--- src/rtl/eed_pkg.sv ---
// package for the echo envelope datapath: register map, reset values, coefficient carrier
// assumes one 20 MHz clock shared by the register bus, sample source and fifo writer
package eed_pkg;

   // ***********************************
   // timing
   // ***********************************
   localparam int CLK_HZ = 20_000_000;
   localparam int SAMPLE_PERIOD_NS = 1000;
   localparam int SAMPLE_CYCLES = (SAMPLE_PERIOD_NS * (CLK_HZ / 1_000_000)) / 1000;

   // ***********************************
   // widths and fixed-point layout
   // ***********************************
   localparam int ADC_W = 12;
   localparam int DATA_W = 16;
   localparam int ACC_W = 40;
   localparam int FRAC_W = 15;
   localparam int DEC_W = 6;

   // ***********************************
   // register map (byte addresses)
   // ***********************************
   localparam logic [7:0] ADDR_CTRL = 8'h00;
   localparam logic [7:0] ADDR_DECIMATION = 8'h04;
   localparam logic [7:0] ADDR_BP_FF = 8'h08;
   localparam logic [7:0] ADDR_BP_FB1 = 8'h0C;
   localparam logic [7:0] ADDR_BP_FB2 = 8'h10;
   localparam logic [7:0] ADDR_LP_FF = 8'h14;
   localparam logic [7:0] ADDR_LP_FB = 8'h18;
   localparam logic [7:0] ADDR_STATUS = 8'h1C;

   localparam int CTRL_ENABLE_BIT = 0;
   localparam int CTRL_LOWPASS_BIT = 1;
   localparam int STATUS_COUNT_LSB = 16;

   localparam logic [1:0] CTRL_RESET = 2'h0;
   localparam logic [DEC_W-1:0] DECIMATION_RESET = 6'h19;
   localparam logic [15:0] BP_FF_RESET = 16'h032D;
   localparam logic [15:0] BP_FB1_RESET = 16'hF4E6;
   localparam logic [15:0] BP_FB2_RESET = 16'hF9A5;
   localparam logic [15:0] LP_FF_RESET = 16'h04D7;
   localparam logic [15:0] LP_FB_RESET = 16'h7652;

   localparam logic [1:0] RESP_OKAY = 2'h0;
   localparam logic [1:0] RESP_SLVERR = 2'h2;

   typedef enum {REG_CTRL, REG_DECIMATION, REG_BP_FF, REG_BP_FB1, REG_BP_FB2,
                 REG_LP_FF, REG_LP_FB, REG_STATUS, REG_NONE} eed_reg_type;

   typedef struct packed {
      logic signed [15:0] bandpass_feedforward_coef;
      logic signed [15:0] bandpass_feedback_coef_first;
      logic signed [15:0] bandpass_feedback_coef_second;
   } eed_bp_coef_type;

   // ***********************************
   // helpers
   // ***********************************
   // clip a wide accumulator into the 16-bit signed sample range
   function automatic logic signed [DATA_W-1:0] sat16(input logic signed [ACC_W-1:0] v);
      if (v > ACC_W'(signed'(16'sh7FFF)))
         return 16'sh7FFF;
      else if (v < ACC_W'(signed'(16'sh8000)))
         return 16'sh8000;
      else
         return v[DATA_W-1:0];
   endfunction : sat16

endpackage : eed_pkg

--- src/rtl/eed_bandpass.sv ---
// second-order band-pass section for the echo path
// assumes at most one sample every few clocks and a coefficient set held stable by software
module eed_bandpass
(
   input wire logic clk_sys,
   input wire logic srst,
   input wire logic ce,
   input wire logic clear,
   input wire logic in_valid,
   input wire logic signed [15:0] in_data,
   input wire eed_pkg::eed_bp_coef_type coef,
   output logic out_valid,
   output logic signed [15:0] out_data
);

   logic signed [15:0] x1;
   logic signed [15:0] x2;
   logic signed [15:0] y2;
   logic signed [eed_pkg::ACC_W-1:0] diff;
   logic signed [eed_pkg::ACC_W-1:0] acc;
   logic signed [eed_pkg::ACC_W-1:0] next_y;

   // ***********************************
   // arithmetic
   // ***********************************
   // coefficients are deviations from the resonator 2*y1 - y2, so small q15 values keep the poles near the circle
   always_comb
   begin
      diff = eed_pkg::ACC_W'(in_data) - eed_pkg::ACC_W'(x2);
      acc = eed_pkg::ACC_W'(coef.bandpass_feedforward_coef) * diff
          + eed_pkg::ACC_W'(coef.bandpass_feedback_coef_first) * eed_pkg::ACC_W'(out_data)
          - eed_pkg::ACC_W'(coef.bandpass_feedback_coef_second) * eed_pkg::ACC_W'(y2);
      next_y = (acc >>> eed_pkg::FRAC_W) + (eed_pkg::ACC_W'(out_data) <<< 1) - eed_pkg::ACC_W'(y2);
   end

   // ***********************************
   // state
   // ***********************************
   always_ff @(posedge clk_sys)
   begin
      if (srst || (ce && clear))
      begin
         x1 <= '0;
         x2 <= '0;
         y2 <= '0;
         out_data <= '0;
      end
      else if (ce && in_valid)
      begin
         x1 <= in_data;
         x2 <= x1;
         y2 <= out_data;
         out_data <= eed_pkg::sat16(next_y);
      end
   end

   always_ff @(posedge clk_sys)
   begin
      if (srst)
         out_valid <= 1'b0;
      else if (ce)
         out_valid <= in_valid && !clear;
   end

endmodule : eed_bandpass

--- src/rtl/eed_datapath.sv ---
// echo envelope datapath: band-pass, rectifier, moving peak, decimator, optional low-pass
// assumes the converter answers each sample_request with one adc_valid pulse on clk_sys
// and that the fifo writer accepts every fifo_valid pulse
//
// Contract
// - band-pass second-order iir on echo samples
// - band-pass tuned only by three coefficients
// - rectify band-pass output to magnitude
// - peak holds if larger, else takes input
// - decimation counter zero up to count
// - at count emit sample, clear peak
// - one output per count microseconds
// - optional first-order low-pass on output
// - input is 12-bit converter word
// - final sample goes to fifo writer
//
// Our own choices: the AXI4-Lite interface to the registers and the placing of the registers.
module eed_datapath
(
   input wire logic clk_sys,
   input wire logic srst,
   input wire logic ce,
   // axi4-lite slave
   input wire logic [7:0] s_axi_awaddr,
   input wire logic s_axi_awvalid,
   output logic s_axi_awready,
   input wire logic [31:0] s_axi_wdata,
   input wire logic [3:0] s_axi_wstrb,
   input wire logic s_axi_wvalid,
   output logic s_axi_wready,
   output logic [1:0] s_axi_bresp,
   output logic s_axi_bvalid,
   input wire logic s_axi_bready,
   input wire logic [7:0] s_axi_araddr,
   input wire logic s_axi_arvalid,
   output logic s_axi_arready,
   output logic [31:0] s_axi_rdata,
   output logic [1:0] s_axi_rresp,
   output logic s_axi_rvalid,
   input wire logic s_axi_rready,
   // converter and fifo writer
   output logic sample_request,
   input wire logic adc_valid,
   input wire logic [11:0] adc_data,
   output logic fifo_valid,
   output logic [15:0] fifo_data
);

   // ***********************************
   // register decode
   // ***********************************
   function automatic eed_pkg::eed_reg_type decode(input logic [7:0] a);
      if (a == eed_pkg::ADDR_CTRL) return eed_pkg::REG_CTRL;
      else if (a == eed_pkg::ADDR_DECIMATION) return eed_pkg::REG_DECIMATION;
      else if (a == eed_pkg::ADDR_BP_FF) return eed_pkg::REG_BP_FF;
      else if (a == eed_pkg::ADDR_BP_FB1) return eed_pkg::REG_BP_FB1;
      else if (a == eed_pkg::ADDR_BP_FB2) return eed_pkg::REG_BP_FB2;
      else if (a == eed_pkg::ADDR_LP_FF) return eed_pkg::REG_LP_FF;
      else if (a == eed_pkg::ADDR_LP_FB) return eed_pkg::REG_LP_FB;
      else if (a == eed_pkg::ADDR_STATUS) return eed_pkg::REG_STATUS;
      else return eed_pkg::REG_NONE;
   endfunction : decode

   logic [1:0] ctrl;
   logic [eed_pkg::DEC_W-1:0] decimation;
   eed_pkg::eed_bp_coef_type bp_coef;
   logic signed [15:0] lowpass_feedforward_coef;
   logic signed [15:0] lowpass_feedback_coef;
   logic aw_held;
   logic w_held;
   logic [7:0] aw_addr;
   logic [31:0] w_data;
   logic [3:0] w_strb;
   logic [eed_pkg::DEC_W-1:0] dec_count;
   logic [31:0] read_word;
   eed_pkg::eed_reg_type rd_sel;
   eed_pkg::eed_reg_type wr_sel;
   logic do_write;

   assign s_axi_awready = ce && !aw_held && !s_axi_bvalid;
   assign s_axi_wready = ce && !w_held && !s_axi_bvalid;
   assign s_axi_arready = ce && !s_axi_rvalid;
   assign do_write = ce && aw_held && w_held && !s_axi_bvalid;
   assign wr_sel = decode(aw_addr);
   assign rd_sel = decode(s_axi_araddr);

   // ***********************************
   // write channel
   // ***********************************
   // address and data are caught separately, so either may arrive first
   always_ff @(posedge clk_sys)
   begin
      if (srst)
      begin
         aw_held <= 1'b0;
         w_held <= 1'b0;
         aw_addr <= '0;
         w_data <= '0;
         w_strb <= '0;
      end
      else if (ce)
      begin
         if (s_axi_awvalid && s_axi_awready)
         begin
            aw_held <= 1'b1;
            aw_addr <= s_axi_awaddr;
         end
         else if (do_write)
            aw_held <= 1'b0;
         if (s_axi_wvalid && s_axi_wready)
         begin
            w_held <= 1'b1;
            w_data <= s_axi_wdata;
            w_strb <= s_axi_wstrb;
         end
         else if (do_write)
            w_held <= 1'b0;
      end
   end

   always_ff @(posedge clk_sys)
   begin
      if (srst)
      begin
         s_axi_bvalid <= 1'b0;
         s_axi_bresp <= eed_pkg::RESP_OKAY;
      end
      else if (ce)
      begin
         if (do_write)
         begin
            s_axi_bvalid <= 1'b1;
            s_axi_bresp <= (wr_sel == eed_pkg::REG_NONE || wr_sel == eed_pkg::REG_STATUS) ?
                           eed_pkg::RESP_SLVERR : eed_pkg::RESP_OKAY;
         end
         else if (s_axi_bready)
            s_axi_bvalid <= 1'b0;
      end
   end

   // byte lanes 0 and 1 carry the 16-bit fields; lane 0 alone carries control and count
   always_ff @(posedge clk_sys)
   begin
      if (srst)
      begin
         ctrl <= eed_pkg::CTRL_RESET;
         decimation <= eed_pkg::DECIMATION_RESET;
         bp_coef.bandpass_feedforward_coef <= eed_pkg::BP_FF_RESET;
         bp_coef.bandpass_feedback_coef_first <= eed_pkg::BP_FB1_RESET;
         bp_coef.bandpass_feedback_coef_second <= eed_pkg::BP_FB2_RESET;
         lowpass_feedforward_coef <= eed_pkg::LP_FF_RESET;
         lowpass_feedback_coef <= eed_pkg::LP_FB_RESET;
      end
      else if (do_write)
      begin
         if (wr_sel == eed_pkg::REG_CTRL && w_strb[0])
            ctrl <= w_data[1:0];
         else if (wr_sel == eed_pkg::REG_DECIMATION && w_strb[0])
            decimation <= w_data[eed_pkg::DEC_W-1:0];
         for (int b = 0; b < 2; b++)
         begin
            if (w_strb[b])
            begin
               if (wr_sel == eed_pkg::REG_BP_FF)
                  bp_coef.bandpass_feedforward_coef[8*b +: 8] <= w_data[8*b +: 8];
               else if (wr_sel == eed_pkg::REG_BP_FB1)
                  bp_coef.bandpass_feedback_coef_first[8*b +: 8] <= w_data[8*b +: 8];
               else if (wr_sel == eed_pkg::REG_BP_FB2)
                  bp_coef.bandpass_feedback_coef_second[8*b +: 8] <= w_data[8*b +: 8];
               else if (wr_sel == eed_pkg::REG_LP_FF)
                  lowpass_feedforward_coef[8*b +: 8] <= w_data[8*b +: 8];
               else if (wr_sel == eed_pkg::REG_LP_FB)
                  lowpass_feedback_coef[8*b +: 8] <= w_data[8*b +: 8];
            end
         end
      end
   end

   // ***********************************
   // read channel
   // ***********************************
   always_comb
   begin
      read_word = '0;
      case (rd_sel)
         eed_pkg::REG_CTRL: read_word[1:0] = ctrl;
         eed_pkg::REG_DECIMATION: read_word[eed_pkg::DEC_W-1:0] = decimation;
         eed_pkg::REG_BP_FF: read_word[15:0] = bp_coef.bandpass_feedforward_coef;
         eed_pkg::REG_BP_FB1: read_word[15:0] = bp_coef.bandpass_feedback_coef_first;
         eed_pkg::REG_BP_FB2: read_word[15:0] = bp_coef.bandpass_feedback_coef_second;
         eed_pkg::REG_LP_FF: read_word[15:0] = lowpass_feedforward_coef;
         eed_pkg::REG_LP_FB: read_word[15:0] = lowpass_feedback_coef;
         eed_pkg::REG_STATUS:
         begin
            read_word[15:0] = fifo_data;
            read_word[eed_pkg::STATUS_COUNT_LSB +: eed_pkg::DEC_W] = dec_count;
         end
         default: read_word = '0;
      endcase
   end

   always_ff @(posedge clk_sys)
   begin
      if (srst)
      begin
         s_axi_rvalid <= 1'b0;
         s_axi_rdata <= '0;
         s_axi_rresp <= eed_pkg::RESP_OKAY;
      end
      else if (ce)
      begin
         if (s_axi_arvalid && s_axi_arready)
         begin
            s_axi_rvalid <= 1'b1;
            s_axi_rdata <= read_word;
            s_axi_rresp <= (rd_sel == eed_pkg::REG_NONE) ? eed_pkg::RESP_SLVERR : eed_pkg::RESP_OKAY;
         end
         else if (s_axi_rready)
            s_axi_rvalid <= 1'b0;
      end
   end

   // ***********************************
   // sample pacing
   // ***********************************
   localparam int PACE_W = $clog2(eed_pkg::SAMPLE_CYCLES);
   logic [PACE_W-1:0] pace;
   logic enable;
   assign enable = ctrl[eed_pkg::CTRL_ENABLE_BIT];

   always_ff @(posedge clk_sys)
   begin
      if (srst)
      begin
         pace <= '0;
         sample_request <= 1'b0;
      end
      else if (ce)
      begin
         sample_request <= 1'b0;
         if (!enable)
            pace <= '0;
         else if (pace == PACE_W'(eed_pkg::SAMPLE_CYCLES - 1))
         begin
            pace <= '0;
            sample_request <= 1'b1;
         end
         else
            pace <= pace + 1'b1;
      end
   end

   // ***********************************
   // band-pass
   // ***********************************
   logic signed [15:0] adc_signed;
   logic bp_valid;
   logic signed [15:0] bp_data;

   // converter is offset binary around mid-scale; flipping the top bit centres it on zero
   assign adc_signed = 16'(signed'({~adc_data[eed_pkg::ADC_W-1], adc_data[eed_pkg::ADC_W-2:0]}));

   eed_bandpass u_bandpass
   (
      .clk_sys(clk_sys),
      .srst(srst),
      .ce(ce),
      .clear(!enable),
      .in_valid(adc_valid && enable),
      .in_data(adc_signed),
      .coef(bp_coef),
      .out_valid(bp_valid),
      .out_data(bp_data)
   );

   // ***********************************
   // rectifier, peak, decimator
   // ***********************************
   logic [15:0] magnitude;
   logic [15:0] peak;
   logic [15:0] next_peak;
   logic dec_hit;
   logic dec_valid;
   logic [15:0] dec_data;

   // -32768 has no positive twin, so it clips to the largest magnitude
   assign magnitude = (bp_data == 16'sh8000) ? 16'h7FFF :
                      (bp_data < 0) ? 16'(-bp_data) : 16'(bp_data);
   assign next_peak = (peak > magnitude) ? peak : magnitude;
   // a count of zero behaves as one so the output never stalls
   assign dec_hit = (dec_count + 1'b1 >= decimation);

   always_ff @(posedge clk_sys)
   begin
      if (srst || (ce && !enable))
      begin
         peak <= '0;
         dec_count <= '0;
         dec_valid <= 1'b0;
         dec_data <= '0;
      end
      else if (ce)
      begin
         dec_valid <= 1'b0;
         if (bp_valid)
         begin
            if (dec_hit)
            begin
               dec_count <= '0;
               dec_valid <= 1'b1;
               dec_data <= next_peak;
               peak <= '0;
            end
            else
            begin
               dec_count <= dec_count + 1'b1;
               peak <= next_peak;
            end
         end
      end
   end

   // ***********************************
   // low-pass and output select
   // ***********************************
   logic signed [15:0] lp_prev_in;
   logic [15:0] fifo_lp;
   logic signed [eed_pkg::ACC_W-1:0] lp_acc;
   logic lowpass_on;
   assign lowpass_on = ctrl[eed_pkg::CTRL_LOWPASS_BIT];

   // y = (ff*(x + x1) + fb*y1) >> 15 gives unity gain at dc for the tabulated pairs
   always_comb
   begin
      lp_acc = eed_pkg::ACC_W'(lowpass_feedforward_coef) *
               (eed_pkg::ACC_W'(signed'({1'b0, dec_data[14:0]})) + eed_pkg::ACC_W'(lp_prev_in))
             + eed_pkg::ACC_W'(lowpass_feedback_coef) * eed_pkg::ACC_W'(signed'(fifo_lp));
   end

   always_ff @(posedge clk_sys)
   begin
      if (srst || (ce && !enable))
      begin
         lp_prev_in <= '0;
         fifo_lp <= '0;
         fifo_valid <= 1'b0;
         fifo_data <= '0;
      end
      else if (ce)
      begin
         fifo_valid <= dec_valid;
         if (dec_valid)
         begin
            lp_prev_in <= signed'({1'b0, dec_data[14:0]});
            fifo_lp <= eed_pkg::sat16(lp_acc >>> eed_pkg::FRAC_W);
            fifo_data <= lowpass_on ? eed_pkg::sat16(lp_acc >>> eed_pkg::FRAC_W) : dec_data;
         end
      end
   end

endmodule : eed_datapath

--- config.mk ---
export PLATFORM = sky130hd
export DESIGN_NAME = eed_datapath
export DESIGN_NICKNAME = d
export VERILOG_FILES = /design/src/rtl/eed_pkg.sv /design/src/rtl/eed_bandpass.sv /design/src/rtl/eed_datapath.sv
export SDC_FILE = /design/constraint.sdc
export NUM_CORES = 2
export LEC_CHECK = 0
export BUFFER_PORTS_ARGS = -buffer_cell sky130_fd_sc_hd__buf_2
export CORE_MARGIN = 1
export CORE_UTILIZATION = 45
export DETAILED_ROUTE_END_ITERATION = 8
export PLACE_DENSITY = 0.63
export SLEW_MARGIN = 20
export SYNTH_ARGS = -nofsm -noshare
export SYNTH_HDL_FRONTEND = slang
export SYNTH_SLANG_ARGS = --single-unit
--- constraint.sdc ---
create_clock -name clk_sys -period 18.6 [get_ports clk_sys]
set_input_delay 0.93 -clock clk_sys [delete_from_list [all_inputs] [get_ports clk_sys]]
set_output_delay 0.93 -clock clk_sys [all_outputs]
set_load 0.05 [all_outputs]
* After elaboration in Yosys (flattened, before gate mapping)
Index checks and enable logic that the tools add are counted.
** Storage, ports and cells
- Output and inout port bits :: 59
- Register bits :: 294
- Input port bits :: 73
- Word-level logic and storage cells :: 197
** Cells by class
- $mul :: 5
- Muxes and demuxes :: 45
- Bitwise operators :: 6
- Eq/ne operators :: 32
- Reductions and logical operators :: 55
- $lt $le $gt $ge :: 7
- $add $sub $neg :: 10
** Operators with widths (count)
- $eq A32 B3 Y1 const B :: 6
- $mux W16 :: 9
- $eq A32 B4 Y1 const B :: 4
- $eq A32 B2 Y1 const B :: 3
- $mul A16 B16 Y32 :: 3
- $eq A32 B5 Y1 const B :: 2
- $eq A8 B5 Y1 const B :: 8
- $logic_not A32 Y1 :: 2
- $mux W4 :: 15
- $pmux W10 S6 :: 1
- $add A40 B40 Y40 :: 1
- $gt A40 B16 Y1 const B :: 1
- $lt A40 B16 Y1 const B :: 1
- $sub A40 B32 Y40 :: 1
- $add A33 B32 Y34 :: 1
- $mul A16 B17 Y33 :: 1
- $eq A32 B1 Y1 const B :: 1
- $eq A8 B4 Y1 const B :: 4
- $mux W32 :: 1
- $mul A16 B13 Y29 :: 1
- $pmux W4 S7 :: 1
- $sub A26 B16 Y27 :: 1
- $add A25 B17 Y26 :: 1
- $reduce_and A2 Y1 :: 11
- other kinds (29) :: 80

* Logic depth before layout (Yosys ltp)
- Word-level depth :: 13
- Gate-level depth with buffers :: 66
- Mapped depth without buffers :: 64

* By module
A second synthesis with hierarchy kept.
** Second synthesis, totals
- Cell total of the unflattened synthesis :: 7218
- Area total of the unflattened synthesis :: 65330.2 sq um
** By module, submodules not included
- eed_bandpass :: area an instance 35086.2 sq um, sequential area each 1301.2 sq um, cells each 3769, instances 1
- eed_datapath :: area an instance 30244.0 sq um, sequential area each 4704.5 sq um, cells each 3449, instances 1

* Worst setup path before layout
OpenSTA, ideal clock, no wires.
- Path type :: input to register
- Start :: input port adc_data[0]
- End :: register u_bandpass.out_data[3]
- Path buffers :: 2
- Setup slack :: 3.695 ns
- Arrival time :: 14.783 ns
- Required time :: 18.478 ns
- Cell stages on the path :: 60
- Setup time :: 0.122 ns
- Path through :: inv_1 -> ha_1 -> fa_1 -> nor2b_1 -> o21ai_0 -> a21boi_0 -> o21ai_0 -> a21boi_0 -> o21ai_0 -> a21boi_0 -> o21a_1 -> nor2_1 -> xnor2_1 -> clkbuf_1 -> nand2_1 -> fa_1 -> fa_1 -> inv_1 -> [... 24 more ...] -> a221oi_1 -> o22ai_1 -> o22ai_1 -> o21ba_2 -> o21bai_1 -> o31ai_1 -> fa_1 -> ha_1 -> a21oi_1 -> o21ai_0 -> o22a_1 -> o41ai_4 -> xnor2_1 -> nor4_2 -> nand4_2 -> and2_4 -> buf_6 -> a221o_1
** Between the ends
- Longest elaborated chain between the ends :: 9
- Elaborated cells between the ends (all ways) :: 10
- Those cells by class :: add/sub (5); mul (1); order compare (2); mux (2)
** Ends and longest elaborated chain
- start, declared :: line eed_datapath.sv:44 : input wire logic [11:0] adc_data,
- $sub A12 B12 Y13 (*) :: line eed_bandpass.sv:29 : diff = eed_pkg::ACC_W'(in_data) - eed_pkg::ACC_W'(x2);
- $mul A16 B13 Y29 (*) :: line eed_bandpass.sv:30 : acc = eed_pkg::ACC_W'(coef.bandpass_feedforward_coef) * diff
- $add A40 B40 Y40 (*) :: line eed_bandpass.sv:31 : + eed_pkg::ACC_W'(coef.bandpass_feedback_coef_first) * eed_pkg::ACC_W'(out_data)
- $sub A40 B32 Y40 (*) :: line eed_bandpass.sv:32 : - eed_pkg::ACC_W'(coef.bandpass_feedback_coef_second) * eed_pkg::ACC_W'(y2);
- $add A25 B17 Y26 (*) :: line eed_bandpass.sv:33 : next_y = (acc >>> eed_pkg::FRAC_W) + (eed_pkg::ACC_W'(out_data) <<< 1) - eed_pkg::ACC_W'(y2);
- $sub A26 B16 Y27 (*) :: line eed_bandpass.sv:33
- $lt A40 B16 Y1 :: line eed_pkg.sv:64 : else if (v < ACC_W'(signed'(16'sh8000)))
- $mux W16 :: line eed_pkg.sv:64
- $mux W16 (*) :: line eed_pkg.sv:62 : if (v > ACC_W'(signed'(16'sh7FFF)))
- end signal, assigned :: line eed_bandpass.sv:53 : out_data <= eed_pkg::sat16(next_y);
- end, declared :: line eed_bandpass.sv:13 : output logic signed [15:0] out_data
Every way passes the cells marked *; elsewhere a longest branch is shown, timed or not.
A chain may end at the register's enable or synchronous reset.

* Worst setup path after layout
- Start :: input port adc_data[0]
- End :: register u_bandpass.out_data[4]
Same word-level chain as after synthesis.

==> results.json <==
{
  "status": "finished clean",
  "cap_violations": 0,
  "dr.pass1.iters": 8,
  "grt_antenna_before_repair": 2,
  "end_kind": "flop",
  "avgSynthCellArea_sq_um": 9.05,
  "rows": 136,
  "dpl.hpwl_um": 138000,
  "final_antenna_net_count": 0,
  "synth_edf_count": 0,
  "grt_pass1_vias": 48500,
  "clock_path_buffers": 3,
  "fill_cells": 13100,
  "path_delay_family": "adder cells",
  "die_h_um": 375,
  "crit_type": "in -> reg",
  "yosysUniqueCellTypes": 79,
  "cts_tree": "done",
  "post_cts_resized": 0,
  "final_cells": 8627,
  "slowest_stage": "xnor2_1",
  "path_max_fanout": 10,
  "fmax_mhz": 59.5,
  "first_iter_violations": 3238,
  "relSlewSlack_pct": 17.8,
  "yosysWarnings": 0,
  "yosysTopAreaCell": "fa_1",
  "multiInputGateArea_sq_um": 50100,
  "slowest_delay_ps": 780,
  "ys_top_cells_by_area": "fa_1, ha_1, dfxtp_1",
  "placed_cells": 8566,
  "clock_latency_ps": 580,
  "top_regs": "bp_coef: 48 flops, s_axi_rdata: 22 flops",
  "largest_register": "bp_coef",
  "cts_sinks": 292,
  "layout_common_cells": "inv_1, fa_1, nand2_1",
  "via_count": 46100,
  "layout.nets": 8750,
  "grt_pass1_wl_um": 270000,
  "route.detailed.wl_per_inst_um": 19.2,
  "worst_setup_path_start_kind": "primary input",
  "htree_levels": 2,
  "routed_wl_um": 166000,
  "synthArstFlopShare_pct": 0,
  "fin_crit_ps": 16820,
  "syn_inst": 6902,
  "seq_area_sq_um": 5850,
  "floorplan.die_area_sq_um": 140000,
  "drive_above_1_share_pct": 4.27,
  "tightest_slew_ps": 1220,
  "seq_area_frac_synth_pct": 9.36,
  "drv_slew": 0,
  "required_ps": 19040,
  "io_pins": 132,
  "timing.final.crit_share_pct": 90.4,
  "grt-ovfl-total": 0,
  "viasPerCell": 5.35,
  "grt_usage_pct": 24.4,
  "finalSetupViolations": 0,
  "synth_area_sq_um": 62500,
  "area_delta_synth_final_pct": 5.38,
  "grt_max_degree": 75,
  "synth_top_area_share_pct": 43.7,
  "path_common_cell": "fa_1",
  "cts_buffers": 35,
  "die_w_um": 375,
  "path_buf_inv": 7,
  "ys_ff_latch": 292,
  "largest_reg_flops": 48,
  "hold_buffers": 0,
  "synth_top_flop_cell": "dfxtp_1",
  "worstPathArrival_ps": 17260,
  "rsz0062_at_grt": "no",
  "setup_tns_ps": 0,
  "hold_viol_final": 0,
  "coreArea_sq_um": 138000,
  "globalplace.congestion": 0.960,
  "cts_setup_buffers": 0,
  "worstHoldPathType": "reg -> reg",
  "start_util_pct": 45.4,
  "portBuffers": 101,
  "clock-root-buffer": "clkbuf_16",
  "n_antenna_cell": 0,
  "clk_pin_slew_ps": 60,
  "finClkSkew_ps": 34.6,
  "r2r_slack_ps": 2010,
  "final_common_cell": "inv_1",
  "drc_errors": 0
}
layout make-up:
cell class	instances	share of cell area (%)
multi-input combinational	4872	76.1
sequential	292	8.88
inverter	1415	8.07
tap	1794	3.41
timing repair buffer	193	1.82
clock buffer	50	1.52
clock inverter	11	0.205
logic make-up after synthesis:
| group | Yosys count | synth area share, % |
|---|---|---|
| simple gates | 2025 | 15.2 |
| buf+inv | 1749 | 10.6 |
| xor+xnor | 167 | 2.34 |
| fa+ha+maj | 1868 | 53.8 |
| flops | 292 | 9.36 |
| compound gates | 720 | 7.37 |
| other cells | 1 | 0.00600 |
| mux | 80 | 1.28 |
routing by layer:
metal	track usage, %	wire length, um
met1	33.5	70500
met2	39.7	77300
met3	3.38	11600
met4	8.29	6140
met5	0	0
through the flow:
| step | area, sq um | hold slack (ps) | worst slack [ps] | utilization, % |
|---|---|---|---|---|
| after floorplan | 62500 | 432 | 3700 | - |
| after global placement | 64700 | 435 | 1820 | 47.0 |
| after detailed placement | 64700 | 443 | 1570 | 47.0 |
| after CTS | 65800 | 443 | 2080 | 47.8 |
| after global routing | 65800 | 458 | 802 | 47.8 |
| final | 65800 | 441 | 1780 | 47.8 |
worst paths after layout:
path                            end              from  cells past startpoint
min reg2reg        u_bandpass.x2[4]  u_bandpass.x1[4]                      2
max          u_bandpass.out_data[4]       adc_data[0]                     61
min                u_bandpass.x2[4]  u_bandpass.x1[4]                      2
max reg2reg  u_bandpass.out_data[4]  u_bandpass.x2[0]                     59
synth_stat cells, types with 11 or more instances:
cell       instances
a21o_1            49
dfxtp_1          292
nand2b_1          93
buf_1             15
o211ai_1          27
clkbuf_1         296
o21a_1            27
nand4_1           18
o2bb2ai_1         17
buf_4             12
a22oi_1           36
inv_1           1413
ha_1             503
o21bai_1          20
a211oi_1          19
a31oi_1           25
or3_1             12
or2_2             11
nor2_1           233
and3_1            36
o31ai_1           12
nor3_1            36
and2_1           454
fa_1            1365
o21ai_0          102
mux2i_1           80
nor2b_1           39
a21oi_1          274
a21boi_0          12
xnor2_1          130
a221o_1           11
nand2_1          999
xor2_1            37
nand3_1           70
worst reg2reg max path: cells and delay by family (launching register included):
kind	cells	cell delay, ps
XOR/XNOR	2	940
AND/OR/NAND/NOR	10	2000
flip-flops	1	310
adder cells (fa/ha/maj)	16	7150
buffers and inverters	5	250
AO/OA/AOI/OAI	26	5810
Power is left out: the tool's default activity adds up to more than one toggle a clock period on the data nets, which glitch-free logic cannot reach.
